<file path="src/design/pzc_pkg.sv">
`default_nettype none
package pzc_pkg;
  localparam int          CLK_PERIOD_NS   = 40;
  localparam int          SHED_PERIOD_NS  = 10000;
  localparam int          SHED_CYCLES     = SHED_PERIOD_NS / CLK_PERIOD_NS;
  localparam int          STRAP_SETTLE_NS = 2000;
  localparam int          SETTLE_CYCLES   = (STRAP_SETTLE_NS + CLK_PERIOD_NS - 1) / CLK_PERIOD_NS;
  localparam int          NUM_PHASES      = 8;
  localparam int          CODE_W          = 8;

  // strap levels are 10 mV per code; edges sit midway between resistor bins
  localparam logic [6:0][7:0] BIN_EDGE    = {8'hC6, 8'h81, 8'h5E, 8'h43, 8'h2E, 8'h1E, 8'h11};
  localparam logic [7:0]  TH_DISABLE_CODE = 8'hC8;
  localparam logic [7:0]  TH_OFF          = 8'hFF;
  localparam logic [2:0]  LPC_MAX_BIN     = 3'h4;

  localparam logic [6:0]  LL_FULL         = 7'h64;
  localparam logic [6:0]  LL_NONE         = 7'h00;
  localparam logic [6:0]  ADDR_BASE       = 7'h20;
  localparam logic [6:0]  ADDR_STEP       = 7'h10;

  localparam logic [2:0]  ZONE_ALL        = 3'h0;
  localparam logic [2:0]  ZONE_HALF       = 3'h1;
  localparam logic [2:0]  ZONE_QUARTER    = 3'h2;
  localparam logic [2:0]  ZONE_SINGLE     = 3'h3;
  localparam logic [2:0]  ZONE_DCM        = 3'h4;
  localparam logic [7:0]  MASK_HALF       = 8'h55;
  localparam logic [7:0]  MASK_QUARTER_8  = 8'h11;
  localparam logic [7:0]  MASK_SINGLE     = 8'h01;

  localparam logic [2:0]  CFG_SEL_RUN     = 3'h0;
  localparam logic [2:0]  CFG_SEL_BOOT    = 3'h1;
  localparam logic [2:0]  CFG_SEL_TH1     = 3'h2;
  localparam logic [2:0]  CFG_SEL_TH4     = 3'h5;
  localparam logic [2:0]  CFG_SEL_LL      = 3'h6;

  localparam logic [2:0]  RST_ZONE        = 3'h0;
  localparam logic [7:0]  RST_TH          = 8'hFF;
  localparam logic [6:0]  RST_LL          = 7'h64;
  localparam logic [6:0]  RST_ADDR        = 7'h20;

  typedef enum logic [1:0] {
    PSI_LOW  = 2'b00,
    PSI_MID  = 2'b01,
    PSI_HIGH = 2'b11
  } pzc_psi_t;

  typedef enum logic [2:0] {
    ST_SETTLE = 3'b000,
    ST_LATCH  = 3'b001,
    ST_IDLE   = 3'b010,
    ST_BOOT   = 3'b011,
    ST_RUN    = 3'b100
  } pzc_state_t;

  typedef struct packed {
    logic       wr;
    logic [2:0] sel;
    logic [7:0] data;
  } pzc_cfg_wr_t;

  typedef struct packed {
    logic [2:0]      run_zone;
    logic [2:0]      boot_zone;
    logic [3:0][7:0] shed_th;
    logic [6:0]      ll;
  } pzc_cfg_t;
endpackage : pzc_pkg
`default_nettype wire

</file>
<file path="src/design/pzc_top.sv">
// Function
// - default eight phases; a phase whose sense pin samples high at power-up is off
// - a phase disabled at power-up keeps its drive output off all session
// - phase counts are contiguous; sense pins above N are tied high
// - active phase set is reported on a status output
// - at power-up latch power-saving level and the zone and threshold straps
// - host writes replace strap-derived zone and threshold settings
// - after enable, power-saving changes are ignored until output is nominal
// - power-saving high runs every active phase regardless of load
// - power-saving mid samples load current every 10 us against thresholds
// - threshold disabled at 2 V strap, floating strap, or 0xFF written
// - automatic shedding stays off until output reaches nominal at power-up
// - power-saving low holds fixed zone: boot setting at boot, run setting after
// - low at power-up: run setting only after input leaves low and returns
// - load-line/address strap measured at power-up gives load-line and address
// - strap bins decode to 100%/0% and addresses 0x20, 0x30, 0x40, 0x50
// - host may fine-tune the load-line percentage by register write
// - ramp-supply lockout active only when enabled; input high impedance otherwise
// - zones 0 to 3 continuous conduction, zone 4 discontinuous at 100 kHz
// - eight-phase zones: all, odd outputs, outputs 1 and 5, output 1
`default_nettype none
module pzc_top (
  input  wire logic                 CLK_SYS,
  input  wire logic                 RST,
  input  wire logic                 ENABLE,
  input  wire logic                 OUTPUT_AT_NOMINAL,
  input  wire logic [1:0]           POWER_SAVING_INPUT,
  input  wire logic [7:0]           PHASE_CURRENT_SENSE_POS,
  input  wire logic [7:0]           TOTAL_CURRENT_MONITOR,
  input  wire logic [7:0]           FIXED_ZONE_RUN_STRAP,
  input  wire logic [7:0]           FIXED_ZONE_BOOT_STRAP,
  input  wire logic [3:0][7:0]      SHED_THRESHOLD_STRAP,
  input  wire logic [7:0]           LOADLINE_ADDRESS_STRAP,
  input  wire pzc_pkg::pzc_cfg_wr_t CFG_WRITE,
  output logic      [7:0]           PHASE_DRIVE_OUTPUT_EN,
  output logic      [7:0]           PHASE_STATUS,
  output logic      [2:0]           POWER_ZONE,
  output logic                      DCM_100K,
  output logic      [6:0]           LOADLINE_PERCENT,
  output logic      [6:0]           I2C_SLAVE_ADDR,
  output logic                      RAMP_UVLO_EN,
  output logic                      RAMP_INPUT_HIZ,
  output logic                      CONFIG_VALID
);
  localparam int SYNC_W = 76;

  // every pin-side input goes through two stages; straps are static once settled
  logic [SYNC_W-1:0] sync1_q;
  logic [SYNC_W-1:0] sync2_q;
  logic [SYNC_W-1:0] sync_raw;

  assign sync_raw = {ENABLE, OUTPUT_AT_NOMINAL, POWER_SAVING_INPUT, PHASE_CURRENT_SENSE_POS,
                     TOTAL_CURRENT_MONITOR, FIXED_ZONE_RUN_STRAP, FIXED_ZONE_BOOT_STRAP,
                     SHED_THRESHOLD_STRAP, LOADLINE_ADDRESS_STRAP};

  always_ff @(posedge CLK_SYS) begin
    if (RST) begin
      sync1_q <= '0;
      sync2_q <= '0;
    end else begin
      sync1_q <= sync_raw;
      sync2_q <= sync1_q;
    end
  end

  logic            en_s;
  logic            nominal_s;
  logic [1:0]      psi_s;
  logic [7:0]      sense_s;
  logic [7:0]      total_current_monitor_s;
  logic [2:0][7:0] bin_level;
  logic [3:0][7:0] th_level;

  assign {en_s, nominal_s, psi_s, sense_s, total_current_monitor_s, bin_level[0], bin_level[1],
          th_level, bin_level[2]} = sync2_q;

  // index 0 run zone, 1 boot zone, 2 load-line/address
  logic [2:0][2:0] strap_bin;

  genvar g;
  generate
    for (g = 0; g < 3; g++) begin : g_bin
      pzc_strap_bin u_bin (
        .level (bin_level[g]),
        .bin   (strap_bin[g])
      );
    end
  endgenerate

  pzc_pkg::pzc_state_t state_q, state_d;
  logic [15:0]       cnt_q, cnt_d;
  pzc_pkg::pzc_cfg_t cfg_q, cfg_d;
  logic [7:0]        active_q, active_d;
  logic [1:0]        psi_boot_q, psi_boot_d;
  logic              armed_q, armed_d;
  logic [2:0]        shed_zone_q, shed_zone_d;
  logic [6:0]        addr_q, addr_d;
  logic [2:0]        zone_req;
  logic [2:0]        zone_eff;
  logic [7:0]        zone_drive;
  logic [7:0]        drive_d;
  logic [2:0]        zone_d;
  logic [7:0]        active_scan;
  logic [2:0]        lpc_run;
  logic [2:0]        lpc_boot;
  logic [2:0]        meas_zone;
  logic              psi_low;
  logic              psi_high;

  assign psi_low  = (psi_s == pzc_pkg::PSI_LOW);
  assign psi_high = (psi_s == pzc_pkg::PSI_HIGH);
  assign lpc_run  = (strap_bin[0] > pzc_pkg::LPC_MAX_BIN) ? pzc_pkg::LPC_MAX_BIN : strap_bin[0];
  assign lpc_boot = (strap_bin[1] > pzc_pkg::LPC_MAX_BIN) ? pzc_pkg::LPC_MAX_BIN : strap_bin[1];

  // a phase counts only if it and every lower phase passed detection
  always_comb begin
    active_scan[0] = ~sense_s[0];
    for (int i = 1; i < pzc_pkg::NUM_PHASES; i++) begin
      active_scan[i] = active_scan[i-1] & ~sense_s[i];
    end
  end

  // unused or disabled thresholds sit at 0xFF, which the 8-bit monitor never exceeds
  always_comb begin
    if (total_current_monitor_s > cfg_q.shed_th[3]) begin
      meas_zone = pzc_pkg::ZONE_ALL;
    end else if (total_current_monitor_s > cfg_q.shed_th[2]) begin
      meas_zone = pzc_pkg::ZONE_HALF;
    end else if (total_current_monitor_s > cfg_q.shed_th[1]) begin
      meas_zone = pzc_pkg::ZONE_QUARTER;
    end else if (total_current_monitor_s > cfg_q.shed_th[0]) begin
      meas_zone = pzc_pkg::ZONE_SINGLE;
    end else begin
      meas_zone = pzc_pkg::ZONE_DCM;
    end
  end

  always_comb begin
    zone_req = pzc_pkg::ZONE_ALL;
    case (state_q)
      pzc_pkg::ST_BOOT: begin
        // the level latched at power-up governs boot; live changes are not looked at
        if (psi_boot_q == pzc_pkg::PSI_LOW) begin
          zone_req = cfg_q.boot_zone;
        end else begin
          zone_req = pzc_pkg::ZONE_ALL;
        end
      end
      pzc_pkg::ST_RUN: begin
        if (psi_high) begin
          zone_req = pzc_pkg::ZONE_ALL;
        end else if (psi_low) begin
          zone_req = armed_q ? cfg_q.run_zone : cfg_q.boot_zone;
        end else begin
          zone_req = shed_zone_q;
        end
      end
      default: begin
        zone_req = pzc_pkg::ZONE_ALL;
      end
    endcase
  end

  pzc_zone_map u_map (
    .active   (active_q),
    .zone_req (zone_req),
    .zone_eff (zone_eff),
    .drive    (zone_drive)
  );

  always_comb begin
    state_d     = state_q;
    cnt_d       = cnt_q;
    cfg_d       = cfg_q;
    active_d    = active_q;
    psi_boot_d  = psi_boot_q;
    armed_d     = armed_q;
    shed_zone_d = shed_zone_q;
    addr_d      = addr_q;
    case (state_q)
      pzc_pkg::ST_SETTLE: begin
        // gives the synchronisers and the strap sources time to settle
        if (cnt_q == 16'(pzc_pkg::SETTLE_CYCLES - 1)) begin
          state_d = pzc_pkg::ST_LATCH;
          cnt_d   = '0;
        end else begin
          cnt_d = cnt_q + 16'h0001;
        end
      end
      pzc_pkg::ST_LATCH: begin
        active_d       = active_scan;
        psi_boot_d     = psi_s;
        armed_d        = ~psi_low;
        cfg_d.run_zone  = lpc_run;
        cfg_d.boot_zone = lpc_boot;
        for (int i = 0; i < 4; i++) begin
          cfg_d.shed_th[i] = (th_level[i] >= pzc_pkg::TH_DISABLE_CODE) ?
                             pzc_pkg::TH_OFF : th_level[i];
        end
        cfg_d.ll = strap_bin[2][0] ? pzc_pkg::LL_NONE : pzc_pkg::LL_FULL;
        addr_d   = 7'(pzc_pkg::ADDR_BASE + 7'(strap_bin[2][2:1]) * pzc_pkg::ADDR_STEP);
        state_d  = pzc_pkg::ST_IDLE;
      end
      pzc_pkg::ST_IDLE: begin
        shed_zone_d = pzc_pkg::ZONE_ALL;
        cnt_d       = '0;
        if (en_s) begin
          state_d = pzc_pkg::ST_BOOT;
        end
      end
      pzc_pkg::ST_BOOT: begin
        if (!en_s) begin
          state_d = pzc_pkg::ST_IDLE;
        end else if (nominal_s) begin
          state_d = pzc_pkg::ST_RUN;
        end
      end
      pzc_pkg::ST_RUN: begin
        if (!en_s) begin
          state_d = pzc_pkg::ST_IDLE;
        end
        if (!psi_low) begin
          armed_d = 1'b1;
        end
        if (psi_s == pzc_pkg::PSI_LOW || psi_high) begin
          // leaving mid restarts shedding from all phases on
          cnt_d       = '0;
          shed_zone_d = pzc_pkg::ZONE_ALL;
        end else if (cnt_q == 16'(pzc_pkg::SHED_CYCLES - 1)) begin
          cnt_d       = '0;
          shed_zone_d = meas_zone;
        end else begin
          cnt_d = cnt_q + 16'h0001;
        end
      end
      default: begin
        state_d = pzc_pkg::ST_SETTLE;
        cnt_d   = '0;
      end
    endcase
    // host writes land after the strap latch, so they also win in the latch cycle
    if (CFG_WRITE.wr && state_q != pzc_pkg::ST_SETTLE) begin
      case (CFG_WRITE.sel)
        pzc_pkg::CFG_SEL_RUN: begin
          cfg_d.run_zone = (CFG_WRITE.data[2:0] > pzc_pkg::LPC_MAX_BIN) ?
                           pzc_pkg::LPC_MAX_BIN : CFG_WRITE.data[2:0];
        end
        pzc_pkg::CFG_SEL_BOOT: begin
          cfg_d.boot_zone = (CFG_WRITE.data[2:0] > pzc_pkg::LPC_MAX_BIN) ?
                            pzc_pkg::LPC_MAX_BIN : CFG_WRITE.data[2:0];
        end
        pzc_pkg::CFG_SEL_LL: begin
          cfg_d.ll = (CFG_WRITE.data > 8'(pzc_pkg::LL_FULL)) ?
                     pzc_pkg::LL_FULL : CFG_WRITE.data[6:0];
        end
        default: begin
          if (CFG_WRITE.sel >= pzc_pkg::CFG_SEL_TH1 && CFG_WRITE.sel <= pzc_pkg::CFG_SEL_TH4) begin
            cfg_d.shed_th[2'(CFG_WRITE.sel - pzc_pkg::CFG_SEL_TH1)] = CFG_WRITE.data;
          end
        end
      endcase
    end
  end

  always_comb begin
    if (state_q == pzc_pkg::ST_BOOT || state_q == pzc_pkg::ST_RUN) begin
      drive_d = zone_drive & active_q;
      zone_d  = zone_eff;
    end else begin
      drive_d = 8'h00;
      zone_d  = pzc_pkg::ZONE_ALL;
    end
  end

  always_ff @(posedge CLK_SYS) begin
    if (RST) begin
      state_q          <= pzc_pkg::ST_SETTLE;
      cnt_q            <= '0;
      cfg_q.run_zone   <= pzc_pkg::RST_ZONE;
      cfg_q.boot_zone  <= pzc_pkg::RST_ZONE;
      cfg_q.shed_th    <= {4{pzc_pkg::RST_TH}};
      cfg_q.ll         <= pzc_pkg::RST_LL;
      active_q         <= 8'h00;
      psi_boot_q       <= pzc_pkg::PSI_HIGH;
      armed_q          <= 1'b0;
      shed_zone_q      <= pzc_pkg::ZONE_ALL;
      addr_q           <= pzc_pkg::RST_ADDR;
      PHASE_DRIVE_OUTPUT_EN <= 8'h00;
      PHASE_STATUS     <= 8'h00;
      POWER_ZONE       <= pzc_pkg::ZONE_ALL;
      DCM_100K         <= 1'b0;
      LOADLINE_PERCENT <= pzc_pkg::RST_LL;
      I2C_SLAVE_ADDR   <= pzc_pkg::RST_ADDR;
      RAMP_UVLO_EN     <= 1'b0;
      RAMP_INPUT_HIZ   <= 1'b1;
      CONFIG_VALID     <= 1'b0;
    end else begin
      state_q          <= state_d;
      cnt_q            <= cnt_d;
      cfg_q            <= cfg_d;
      active_q         <= active_d;
      psi_boot_q       <= psi_boot_d;
      armed_q          <= armed_d;
      shed_zone_q      <= shed_zone_d;
      addr_q           <= addr_d;
      PHASE_DRIVE_OUTPUT_EN <= drive_d;
      PHASE_STATUS     <= active_q;
      POWER_ZONE       <= zone_d;
      DCM_100K         <= (zone_d == pzc_pkg::ZONE_DCM);
      LOADLINE_PERCENT <= cfg_q.ll;
      I2C_SLAVE_ADDR   <= addr_q;
      RAMP_UVLO_EN     <= en_s;
      RAMP_INPUT_HIZ   <= ~en_s;
      CONFIG_VALID     <= (state_q != pzc_pkg::ST_SETTLE && state_q != pzc_pkg::ST_LATCH);
    end
  end
endmodule : pzc_top
`default_nettype wire

</file>
<file path="src/design/pzc_strap_bin.sv">
`default_nettype none
module pzc_strap_bin (
  input  wire logic [7:0] level,
  output logic      [2:0] bin
);
  // nearest resistor bin: count the midpoints the level has passed
  always_comb begin
    bin = 3'h0;
    for (int i = 0; i < 7; i++) begin
      if (level >= pzc_pkg::BIN_EDGE[i]) begin
        bin = bin + 3'h1;
      end
    end
  end
endmodule : pzc_strap_bin
`default_nettype wire

</file>
<file path="src/design/pzc_zone_map.sv">
`default_nettype none
module pzc_zone_map (
  input  wire logic [7:0] active,
  input  wire logic [2:0] zone_req,
  output logic      [2:0] zone_eff,
  output logic      [7:0] drive
);
  logic ph8;
  logic has_quarter;

  always_comb begin
    ph8         = active[7];
    has_quarter = active[7] | (active[5] & ~active[6]) | (active[3] & ~active[4]);
    zone_eff    = pzc_pkg::ZONE_ALL;
    drive       = active;
    // zones a phase count cannot support fall back to all phases
    case (zone_req)
      pzc_pkg::ZONE_ALL: begin
        zone_eff = pzc_pkg::ZONE_ALL;
      end
      pzc_pkg::ZONE_HALF: begin
        if (ph8) begin
          zone_eff = pzc_pkg::ZONE_HALF;
          drive    = pzc_pkg::MASK_HALF & active;
        end
      end
      pzc_pkg::ZONE_QUARTER: begin
        if (has_quarter) begin
          zone_eff = pzc_pkg::ZONE_QUARTER;
          drive    = (ph8 ? pzc_pkg::MASK_QUARTER_8 : pzc_pkg::MASK_HALF) & active;
        end
      end
      pzc_pkg::ZONE_SINGLE: begin
        if (active[1]) begin
          zone_eff = pzc_pkg::ZONE_SINGLE;
          drive    = pzc_pkg::MASK_SINGLE & active;
        end
      end
      default: begin
        zone_eff = pzc_pkg::ZONE_DCM;
        drive    = pzc_pkg::MASK_SINGLE & active;
      end
    endcase
  end
endmodule : pzc_zone_map
`default_nettype wire

</file>
<file path="config.mk">
export PLATFORM = sky130hd
export DESIGN_NAME = pzc_top
export DESIGN_NICKNAME = d
export VERILOG_FILES = /design/src/design/pzc_pkg.sv /design/src/design/pzc_top.sv /design/src/design/pzc_strap_bin.sv /design/src/design/pzc_zone_map.sv
export SDC_FILE = /design/constraint.sdc
export NUM_CORES = 1
export LEC_CHECK = 0
export ABC_AREA = 1
export ABC_CLOCK_PERIOD_IN_PS = 4000
export BUFFER_PORTS_ARGS = -buffer_cell sky130_fd_sc_hd__buf_4
export CELL_PAD_IN_SITES_DETAIL_PLACEMENT = 1
export CELL_PAD_IN_SITES_GLOBAL_PLACEMENT = 2
export CORE_ASPECT_RATIO = 0.8
export CORE_MARGIN = 1
export CORE_UTILIZATION = 30
export DETAILED_ROUTE_END_ITERATION = 12
export HOLD_SLACK_MARGIN = 0.08
export PLACE_DENSITY = 0.74
export SLEW_MARGIN = 20
export SYNTH_ARGS = -nofsm -noshare
export SYNTH_HDL_FRONTEND = slang
export SYNTH_SLANG_ARGS = --single-unit
</file>
<file path="constraint.sdc">
create_clock -name CLK_SYS -period 4 [get_ports CLK_SYS]
set_clock_uncertainty 0.15 [all_clocks]
set_input_delay 0.6 -clock CLK_SYS [delete_from_list [all_inputs] [get_ports CLK_SYS]]
set_output_delay 0.6 -clock CLK_SYS [all_outputs]
set_load 0.05 [all_outputs]
</file>
# Word level (Yosys, flattened, before mapping)
# Index checks and enable logic that the tools add are counted.
# classes
n_bitwise	26
eq_ne	20
muxes	74
addsub	21
n_lt_le_gt_ge	37
reduce_logical	20
# op_table
cell	n
3-bit two-way mux	39
45-bit two-way mux	2
8-bit >= comparator (second input constant)	10
32-bit two-way mux	2
8-bit two-way mux	7
8-bit by 5-bit >= comparator with 1-bit output (second input constant)	6
8-bit by 7-bit >= comparator with 1-bit output (second input constant)	6
16-bit two-way mux	3
16-bit case mux with 3 select lines	1
3-bit by 1-bit adder with 3-bit output (second input constant)	15
32-bit bitwise mux	1
8-bit > comparator	4
8-bit case mux with 4 select lines	1
7-bit two-way mux	4
8-bit by 6-bit >= comparator with 1-bit output (second input constant)	3
16-bit by 1-bit adder with 16-bit output (second input constant)	1
8-bit demux with 2-bit select	1
16-bit by 6-bit equality test with 1-bit output (second input constant)	1
16-bit by 8-bit equality test with 1-bit output (second input constant)	1
3-bit case mux with 5 select lines	1
1-bit inverter	13
3-bit by 2-bit equality test with 1-bit output (second input constant)	4
3-bit case mux with 2 select lines	2
3-bit case mux with 4 select lines	1
33 further kinds	69
# totals
register_bits	274
output_inout_bits	37
inputBits	90
wordCells	223

# Longest topological paths before layout
# Gate-level depths: netlist of run 1.
# logic_depth
ltp_word	21
mapped_depth	31
depth_no_buf	31

# By module
# A second synthesis of run 1 with hierarchy kept.
# unflattened
hier_cells	1681
area_unflattened_um2	12135.4
# by_module_without_submodules
module	instances	cells_per_inst	area_per_inst_um2	seq_area_each_um2
pzc_top	1	1299	10107.2	5325.1
pzc_strap_bin	3	106	576.8	0.0
pzc_zone_map	1	64	297.8	0.0

# Least setup slack after synthesis of run 1
# Ideal clock, no wire load.
# synth_timing
path_type	register -> register
from	register sync2_q[55]
to	register cfg_q[43] (netlist bit)
stages_incl_launch_ff	29
required_time_ps	3730
path_buffers	0
synth_period_minus_slack_ps	3483
setup_slack_ps	517
setup_ps	120
t_arrival_ps	3213
cell_sequence	dfxtp_1 -> nor2_4 -> nand2_2 -> inv_1 -> nand2_1 -> inv_1 -> ha_1 -> nand3_1 -> nand2_2 -> inv_1 -> nand2_1 -> nand3_1 -> and2_1 -> ha_1 -> or2_2 -> nand2_1 -> nand2_1 -> nand3_1 -> nand2_1 -> ha_1 -> nand2_1 -> xor2_1 -> inv_1 -> nand2_1 -> nand2_1 -> nand3_1 -> nand3_1 -> nand2_1 -> o21bai_2
# synth_between
elab_chain_len	19
word_cells_on_any_way	25
classes_between	add/sub (6); order compare (8); mux (11)
# synth_lines
item	line	source
start, declared	pzc_top.sv:49	logic [SYNC_W-1:0] sync2_q;
start signal, assigned	pzc_top.sv:62	sync2_q <= sync1_q;
8-bit by 5-bit >= comparator with 1-bit output	pzc_strap_bin.sv:10	if (level >= pzc_pkg::BIN_EDGE[i]) begin
1-bit two-way mux	pzc_strap_bin.sv:10	
1-bit by 1-bit adder with 2-bit output	pzc_strap_bin.sv:11	bin = bin + 3'h1;
3-bit two-way mux	pzc_strap_bin.sv:10	
3-bit by 1-bit adder with 3-bit output	pzc_strap_bin.sv:11	
3-bit two-way mux	pzc_strap_bin.sv:10	
3-bit by 1-bit adder with 3-bit output	pzc_strap_bin.sv:11	
3-bit two-way mux	pzc_strap_bin.sv:10	
(+3 left out)	--	
3-bit two-way mux	pzc_strap_bin.sv:10	
3-bit by 1-bit adder with 3-bit output	pzc_strap_bin.sv:11	
3-bit two-way mux *	pzc_strap_bin.sv:10	
3-bit > comparator	pzc_top.sv:112	assign lpc_run = (strap_bin[0] > pzc_pkg::LPC_MAX_BIN) ? pzc_pkg::LPC_MAX_BIN : strap_bin[0];
3-bit two-way mux *	pzc_top.sv:112	
45-bit two-way mux *	pzc_top.sv:180	case (state_q)
3-bit two-way mux	pzc_top.sv:243	case (CFG_WRITE.sel)
45-bit two-way mux *	pzc_top.sv:242	if (CFG_WRITE.wr && state_q != pzc_pkg::ST_SETTLE) begin
end signal, assigned	pzc_top.sv:300	cfg_q <= cfg_d;
end, declared	pzc_top.sv:92	pzc_pkg::pzc_cfg_t cfg_q, cfg_d;
# Mark *: on every way between the ends. The rest lies on a longest branch, timed or not.
# A chain may end at the register's enable or synchronous reset.

# Final worst setup path of run 1
# layout_timing
from	register sync2_q[6]
to	register addr_q[5]
# layout_between
elab_chain_len	15
word_cells_on_any_way	21
classes_between	add/sub (7); order compare (7); mux (7)
# layout_lines
item	line	source
8-bit by 5-bit >= comparator with 1-bit output	pzc_strap_bin.sv:10	
1-bit two-way mux	pzc_strap_bin.sv:10	
1-bit by 1-bit adder with 2-bit output	pzc_strap_bin.sv:11	
3-bit two-way mux	pzc_strap_bin.sv:10	
3-bit by 1-bit adder with 3-bit output	pzc_strap_bin.sv:11	
3-bit two-way mux	pzc_strap_bin.sv:10	
3-bit by 1-bit adder with 3-bit output	pzc_strap_bin.sv:11	
3-bit two-way mux	pzc_strap_bin.sv:10	
3-bit by 1-bit adder with 3-bit output	pzc_strap_bin.sv:11	
3-bit two-way mux	pzc_strap_bin.sv:10	
3-bit by 1-bit adder with 3-bit output	pzc_strap_bin.sv:11	
3-bit two-way mux	pzc_strap_bin.sv:10	
3-bit by 1-bit adder with 3-bit output	pzc_strap_bin.sv:11	
3-bit two-way mux *	pzc_strap_bin.sv:10	
6-bit by 6-bit adder with 7-bit output *	pzc_top.sv:201	addr_d = 7'(pzc_pkg::ADDR_BASE + 7'(strap_bin[2][2:1]) * pzc_pkg::ADDR_STEP);
end signal, assigned	pzc_top.sv:287	addr_q <= pzc_pkg::RST_ADDR;
end signal, assigned	pzc_top.sv:305	addr_q <= addr_d;
end, declared	pzc_top.sv:97	logic [6:0] addr_q, addr_d;
# Marked as above.

==> results of run 1 <==
## sequential cells by signal, indices dropped and copies added, names as in the netlist, 3 cells and up
register,flops
I2C_SLAVE_ADDR,3
LOADLINE_PERCENT,7
PHASE_DRIVE_OUTPUT_EN,8
PHASE_STATUS,8
POWER_ZONE,3
active_q,8
addr_q,3
cfg_q,45
cnt_q,16
shed_zone_q,3
state_q,3
sync1_q,76
sync2_q,76
## layer usage
layer	wire [um]	GRT usage, %	vias up
met5	0	0	-
met4	864	5.00	0
met3	857	2.47	54
met2	14400	26.7	102
met1	14700	20.3	4713
li1	-	-	5177
## timing repair
| action | CTS | global route |
|---|---|---|
| hold buffers | 77 | 0 |
| hold endpoints to repair | 77 | 0 |
| buffers inserted | 0 | 4 |
| endpoints found under the setup margin | 0 | 8 |
| gates resized for setup | 0 | 35 |
## power by group through the flow
stage / logic (mW) / clock network, mW / registers, mW
after global routing: 1.02 / 3.03 / 2.88
after floorplan: 0.553 / 0 / 2.91
after global placement: 0.789 / 0 / 2.92
final: 0.889 / 2.83 / 2.86
after CTS: 0.875 / 2.93 / 2.86
after detailed placement: 0.810 / 0 / 2.92
## metrics by stage
step                      cell area [um2]  hold slack, ns  power (mW)  setup WS (ns)  cells
after global routing                15000          0.0931        6.92        -0.0291   2263
final                               15000          0.0951        6.58          0.227   2263
after CTS                           14900          0.0818        6.66          0.129   2258
after detailed placement            13100           0.246        3.73          0.182   2127
after global placement              13100           0.243        3.71          0.266   2127
after floorplan                     11700           0.238        3.47          0.517   1550
## worst min path at each step
stage	from	to	cells after the start
2_1_floorplan	sync1_q[0]$_SDFF_PP0_	sync2_q[0]$_SDFF_PP0_	2
3_3_place_gp	sync1_q[73]$_SDFF_PP0_	sync2_q[73]$_SDFF_PP0_	2
3_5_place_dp	sync1_q[71]$_SDFF_PP0_	sync2_q[71]$_SDFF_PP0_	2
4_1_cts	OUTPUT_AT_NOMINAL	sync1_q[74]$_SDFF_PP0_	3
5_1_grt	OUTPUT_AT_NOMINAL	sync1_q[74]$_SDFF_PP0_	3
6_report	OUTPUT_AT_NOMINAL	sync1_q[74]$_SDFF_PP0_	3
## synthesized netlist by cell type (all sizes together), types with 17 or more instances
cell    count  area [um2]
ha         54         676
dfxtp     266        5330
o21ai      76         399
nor3       18         116
inv       344        1290
o221ai     21         184
a21oi      51         267
o211ai     17         128
nand2     247        1040
nor2      253        1000
clkbuf     30         113
nand3      76         448
## logic make-up (layout without fill, tap and decap cells)
family | count (synthesis) | in the layout | synth area share, %
xor+xnor | 7 | 7 | 0.590
fa+ha+maj | 54 | 54 | 5.79
flops | 266 | 266 | 45.7
compound gates | 202 | 202 | 11.0
buf+inv | 390 | 607 | 12.7
other cells | 1 | 5 | 0.0322
simple gates | 627 | 627 | 24.2
## cell type report
| cell class | count | area (um2) | share of cell area (%) |
|---|---|---|---|
| Timing Repair Buffer | 207 | 1760 | 11.7 |
| Tap cell | 495 | 619 | 4.12 |
| Antenna cell | 1 | 2.50 | 0.0167 |
| Multi-Input combinational cell | 894 | 4990 | 33.2 |
| Sequential cell | 266 | 5330 | 35.5 |
| Inverter | 346 | 1300 | 8.64 |
| Clock inverter | 16 | 195 | 1.30 |
| Clock buffer | 38 | 821 | 5.46 |
## worst min-delay path, delay by kind of cell
kind / cells / cell delay (ns)
simple gates: 1 / 0.07
buf+inv: 2 / 0.12
==> impl_metrics.py, run 1 <==
metrics = {
    "status": {
        "status": "finished clean",
    },
    "worst_setup_path": {
        "critPathTopFamily": "adder cells",
        "worst_ep_required_time_ns": 4.39,
        "crit_path_start_kind": "register",
        "crit_path_end_kind": "register",
        "rr_worst_depth": 23,
        "r2r-end": "addr_q[5]$_SDFFE_PP1P_",
        "crit_end": "addr_q[5]$_SDFFE_PP1P_",
        "crit_top_cell": "nand2_1",
        "path_buf_inv": 2,
        "r2r-start": "sync2_q[6]$_SDFF_PP0_",
        "ff2ff_setup_slack_ns": 0.23,
        "crit_type": "register to register",
        "cp_slowest_cell": "dfxtp_1",
        "crit_fanout": 4,
        "path_cells": "nor2_2 > nand2_2 > a21oi_2 > inv_1 > ha_1 > nand2_1 > o21ai_1 > ha_1 > nand2_1 > nand2_1 > ha_1 > nor2_2 > a31oi_2 > ha_1 > nand2_1 > nand2_1 > ha_1 > nand2_1 > xor2_1 > or2_2 > nand3_1 > o21ai_1 > inv_1",
        "cp.depth": 23,
        "max_stage_delay_ns": 0.36,
        "startpoint": "sync2_q[6]$_SDFF_PP0_",
        "cp.arrival_ns": 4.16,
    },
    "die": {
        "start_util_pct": 30.5,
        "pin_count": 127,
        "rows": 64,
        "die-area_um2": 39700,
        "core-area_um2": 38300,
        "fp.dieH_um": 178,
        "die_w_um": 222,
    },
    "yosys": {
        "synth_edf_count": 0,
        "ys_warn_count": 0,
        "ys_ff_latch": 266,
        "syn_area_um2": 11700,
        "ys.flop_type": "dfxtp_1",
        "syn_avg_cell_area_um2": 7.54,
        "ys_seq_area_share_pct": 45.7,
        "ys_async_sr_fraction_pct": 0,
        "synth_cell_types": 55,
        "syn_inst": 1547,
    },
    "pwr": {
        "internal-power_mw": 4.80,
        "clockPowerShare_pct": 43.0,
        "switching_share_pct": 27.1,
        "ir_worst_vdd_mv": 0.319,
        "p_seq_share_pct": 43.5,
        "cellPowerDensity_nw_per_um2": 438,
        "p_switching_mw": 1.78,
        "p_leak_nw": 7.44,
        "pwr-share-comb_pct": 13.5,
    },
    "placed_design": {
        "port_buffers": 122,
        "place_hpwl_um": 21400,
        "place_congestion": 0.790,
    },
    "finish": {
        "fin_nets": 1889,
        "fin_util_pct": 39.3,
        "final_layout_size_suffix_gt1_share_pct": 16.5,
        "most-common-layout-cells": "330 x inv_1, 261 x dfxtp_1, 241 x nor2_1, 214 x nand2_1, 128 x buf_4",
        "layout_commonest_cell": "inv_1",
        "syn2layout_area_growth_pct": 28.8,
        "fill_cells": 4685,
    },
    "drt": {
        "antenna_left": 0,
        "drt_wl_total_um": 30800,
        "routed-via-count": 10046,
        "vias_per_cell": 4.44,
        "wl_per_cell_um": 13.6,
        "first_iter_violations": 372,
        "first_pass_iters": 4,
        "drcViolationCount": 0,
    },
    "hold_path": {
        "min_path_type": "input pin to register",
    },
    "flow_run": {
        "max-cap-violations": 0,
    },
    "clocking": {
        "cts_tree": "yes",
        "clkSinkCount": 266,
        "h-tree-depth": 1,
        "clk-insertion-delay-late_ns": 0.59,
        "clkTransAtPathRegs_ns": 0.06,
        "cts_buffer_depth": 3,
        "numCtsBuffers": 30,
        "cts_root_buf": "clkbuf_16",
    },
    "sta": {
        "fin_crit_sh_pct": 94.3,
        "period_minus_slack_ns": 3.77,
        "worst_pin_slew_ns": 0.928,
        "setup_tns_ns": 0,
        "setup_viol": 0,
        "drv_slew": 0,
        "hold_viol_final": 0,
        "slew_headroom_pct": 38.1,
        "max_freq_ghz": 0.265,
    },
    "global_route": {
        "grt_pass1_wl_um": 50600,
        "antenna_found_initial": 1,
        "grt_max_degree": 202,
        "grt_pass1_vias": 10173,
        "track_usage_pct": 15.7,
        "overflow": 0,
    },
}
Note: power is estimated with default switching activity, not from simulation.
==> inputs of run 2 (changes only) <==
--- a/config.mk
+++ b/config.mk
@@ -13,6 +13,7 @@
 export CORE_ASPECT_RATIO = 0.8
 export CORE_MARGIN = 1
 export CORE_UTILIZATION = 30
+export CTS_CLUSTER_SIZE = 25
 export DETAILED_ROUTE_END_ITERATION = 12
 export HOLD_SLACK_MARGIN = 0.08
 export PLACE_DENSITY = 0.74
==> constraint.sdc (replaced) <==
create_clock -name CLK_SYS -period 4 [get_ports CLK_SYS]
set_clock_uncertainty 0.15 [all_clocks]
set_input_delay 0.4 -clock CLK_SYS [delete_from_list [all_inputs] [get_ports CLK_SYS]]
set_output_delay 0.4 -clock CLK_SYS [all_outputs]
set_load 0.05 [all_outputs]
==> run 2 against run 1 <==
Compared with the run above:
- maximum frequency up 1.1%
- largest power group is now the clock network
- combinational power up 2%
- hold slack better by 0.12 ns
- wire length down 0.74%
- sequential cell count unchanged
- cell count up 0.93%
- clock power up 3%
- first-iteration DRC count down 0.54%
- core utilization up 0.60 points
==> impl_metrics.py, run 2 (synthesized netlist as in run 1, its figures left out) <==
metrics = {
    "status": {
        "status": "finished clean",
    },
    "flow_run": {
        "max-cap-violations": 0,
    },
    "pwr": {
        "design_power_total_mw": 6.69,
        "ir_worst_vdd_mv": 0.287,
        "cellPowerDensity_nw_per_um2": 439,
        "p_leak_nw": 7.55,
    },
    "drt": {
        "first_pass_iters": 6,
        "routed-via-count": 10027,
        "drcViolationCount": 0,
        "vias_per_cell": 4.39,
        "first_iter_violations": 370,
        "drt_wl_total_um": 30600,
        "antenna_left": 0,
        "wl_per_cell_um": 13.4,
    },
    "clocking": {
        "clk-insertion-delay-late_ns": 0.58,
        "numCtsBuffers": 30,
        "h-tree-depth": 1,
        "cts_root_buf": "clkbuf_16",
        "cts_buffer_depth": 3,
        "clkSinkCount": 266,
        "clkTransAtPathRegs_ns": 0.06,
        "cts_tree": "yes",
    },
    "global_route": {
        "antenna_found_initial": 0,
        "use_met2_pct": 27.2,
        "grt_max_degree": 94,
        "grtUsageMet1_pct": 20.2,
        "busiest_layer": "met2",
        "overflow": 0,
        "grt_pass1_vias": 10203,
        "track_usage_pct": 15.5,
        "use_met3_pct": 2.55,
        "grt_pass1_wl_um": 50200,
    },
    "sta": {
        "slew_headroom_pct": 33.9,
        "fin_crit_sh_pct": 93.3,
        "fin_hold_ws_ns": 0.213,
        "setup_viol": 0,
        "rsz0062_at_grt": "yes",
        "hold_viol_final": 0,
        "worst_pin_slew_ns": 0.992,
        "max_freq_ghz": 0.268,
        "fin_ws_ns": 0.267,
        "period_minus_slack_ns": 3.73,
        "drv_slew": 0,
    },
    "die": {
        "fp.dieH_um": 178,
        "start_util_pct": 30.5,
        "die-area_um2": 39700,
        "pin_count": 127,
        "rows": 64,
        "die_w_um": 222,
        "core-area_um2": 38300,
    },
    "worst_setup_path": {
        "worst_ep_required_time_ns": 4.37,
        "crit_path_end_kind": "register",
        "ff2ff_setup_slack_ns": 0.27,
        "crit_fanout": 3,
        "rr_worst_depth": 24,
        "max_stage_delay_ns": 0.34,
        "cp.depth": 24,
        "startpoint": "sync2_q[2]$_SDFF_PP0_",
        "crit_path_start_kind": "register",
        "r2r-start": "sync2_q[2]$_SDFF_PP0_",
        "path_cells": "nor2_4 > nand3_2 > a21oi_4 > buf_4 > inv_1 > ha_1 > nand2_1 > o21ai_1 > ha_1 > nand2_2 > nand2_1 > ha_1 > nor2_1 > a31oi_1 > ha_1 > nand2_1 > nand2_2 > ha_1 > nand2_1 > xor2_1 > or2_2 > nand3_2 > o21ai_1 > inv_1",
        "cp_slowest_cell": "dfxtp_2",
        "cp.arrival_ns": 4.10,
        "crit_end": "addr_q[5]$_SDFFE_PP1P_",
        "crit_top_cell": "ha_1",
        "critPathTopFamily": "adder cells",
        "path_buf_inv": 3,
        "crit_type": "register to register",
        "r2r-end": "addr_q[5]$_SDFFE_PP1P_",
    },
    "finish": {
        "n_antenna_cell": 0,
        "most-common-layout-cells": "332 x inv_1, 261 x dfxtp_1, 241 x nor2_1, 211 x nand2_1, 137 x buf_4",
        "reg_top3": "sync1_q x76, sync2_q x76, cfg_q x45",
        "final_layout_size_suffix_gt1_share_pct": 16.9,
        "fill_cells": 4605,
        "fin_nets": 1909,
        "final_cells": 2284,
        "fin_util_pct": 39.9,
        "syn2layout_area_growth_pct": 30.8,
        "layout_commonest_cell": "inv_1",
    },
    "placed_design": {
        "place_inst": 2128,
        "port_buffers": 122,
        "place_hpwl_um": 21400,
        "place_congestion": 0.795,
        "pre_cts_slack_ns": 0.101,
    },
    "hold_path": {
        "min_path_type": "input pin to register",
    },
}
==> run 2: cell count changes in the layout (fill, tap and decap cells not counted), sizes merged <==
cell,previous run,this run
clkinv,11,12
bufinv,3,5
buf,130,138
dlygate4sd3,77,89
clkbuf,38,37
diode,1,0
==> run 2: what timing repair did <==
action	4_1_cts	5_1_grt
setup buffers	0	11
endpoints found under the setup margin	0	8
resized for setup	0	37
hold endpoints to repair	106	0
hold buffers	89	0
==> run 2: cell type report <==
class / count / area [um2] / area share (%)
clock buffers: 37 / 807 / 5.29
clock inverters: 19 / 250 / 1.64
inverters: 346 / 1300 / 8.51
multi-input cells: 894 / 5020 / 32.9
flip-flops and latches: 266 / 5330 / 34.9
well taps: 495 / 619 / 4.06
repair buffers: 227 / 1930 / 12.7
==> run 2: worst min-delay path by stage <==
stage                                      start                endpoint  depth (start not counted)
after detailed placement  sync1_q[20]$_SDFF_PP0_  sync2_q[20]$_SDFF_PP0_                          2
after floorplan            sync1_q[0]$_SDFF_PP0_   sync2_q[0]$_SDFF_PP0_                          2
final                               CFG_WRITE[8]    cfg_q[44]$_SDFF_PP0_                          6
after global placement    sync1_q[17]$_SDFF_PP0_  sync2_q[17]$_SDFF_PP0_                          2
after global routing                CFG_WRITE[9]    cfg_q[39]$_SDFF_PP0_                          5
after CTS                           CFG_WRITE[8]    cfg_q[44]$_SDFF_PP0_                          6
==> run 2: metrics by stage <==
step,setup TNS [ns],cell area (um2)
final,0,15300
after global routing,-0.179,15300
after CTS,0,15000
after detailed placement,0,13100
after global placement,0,13100
after floorplan,0,11700
==> run 2: worst min-delay path, delay by kind of cell <==
kind | cells | cell delay, ns
buffers and inverters | 2 | 0.13
and+or+nand+nor | 4 | 0.37
==> run 2: metal layers <==
metal  wire, um  part of all wire (%)
met1      14800                    48
met3        919                   3.0
met4        445                   1.5
met2      14500                    47
met5          0                     0
==> run 2: where the power goes <==
| part | total (mW) | switching [mW] | internal (mW) | leakage (nW) |
|---|---|---|---|---|
| clock network | 2.92 | 1.16 | 1.76 | 0.514 |
| logic | 0.907 | 0.533 | 0.374 | 4.85 |
| registers | 2.86 | 0.0745 | 2.79 | 2.18 |
| total | 6.69 | 1.77 | 4.92 | 7.55 |
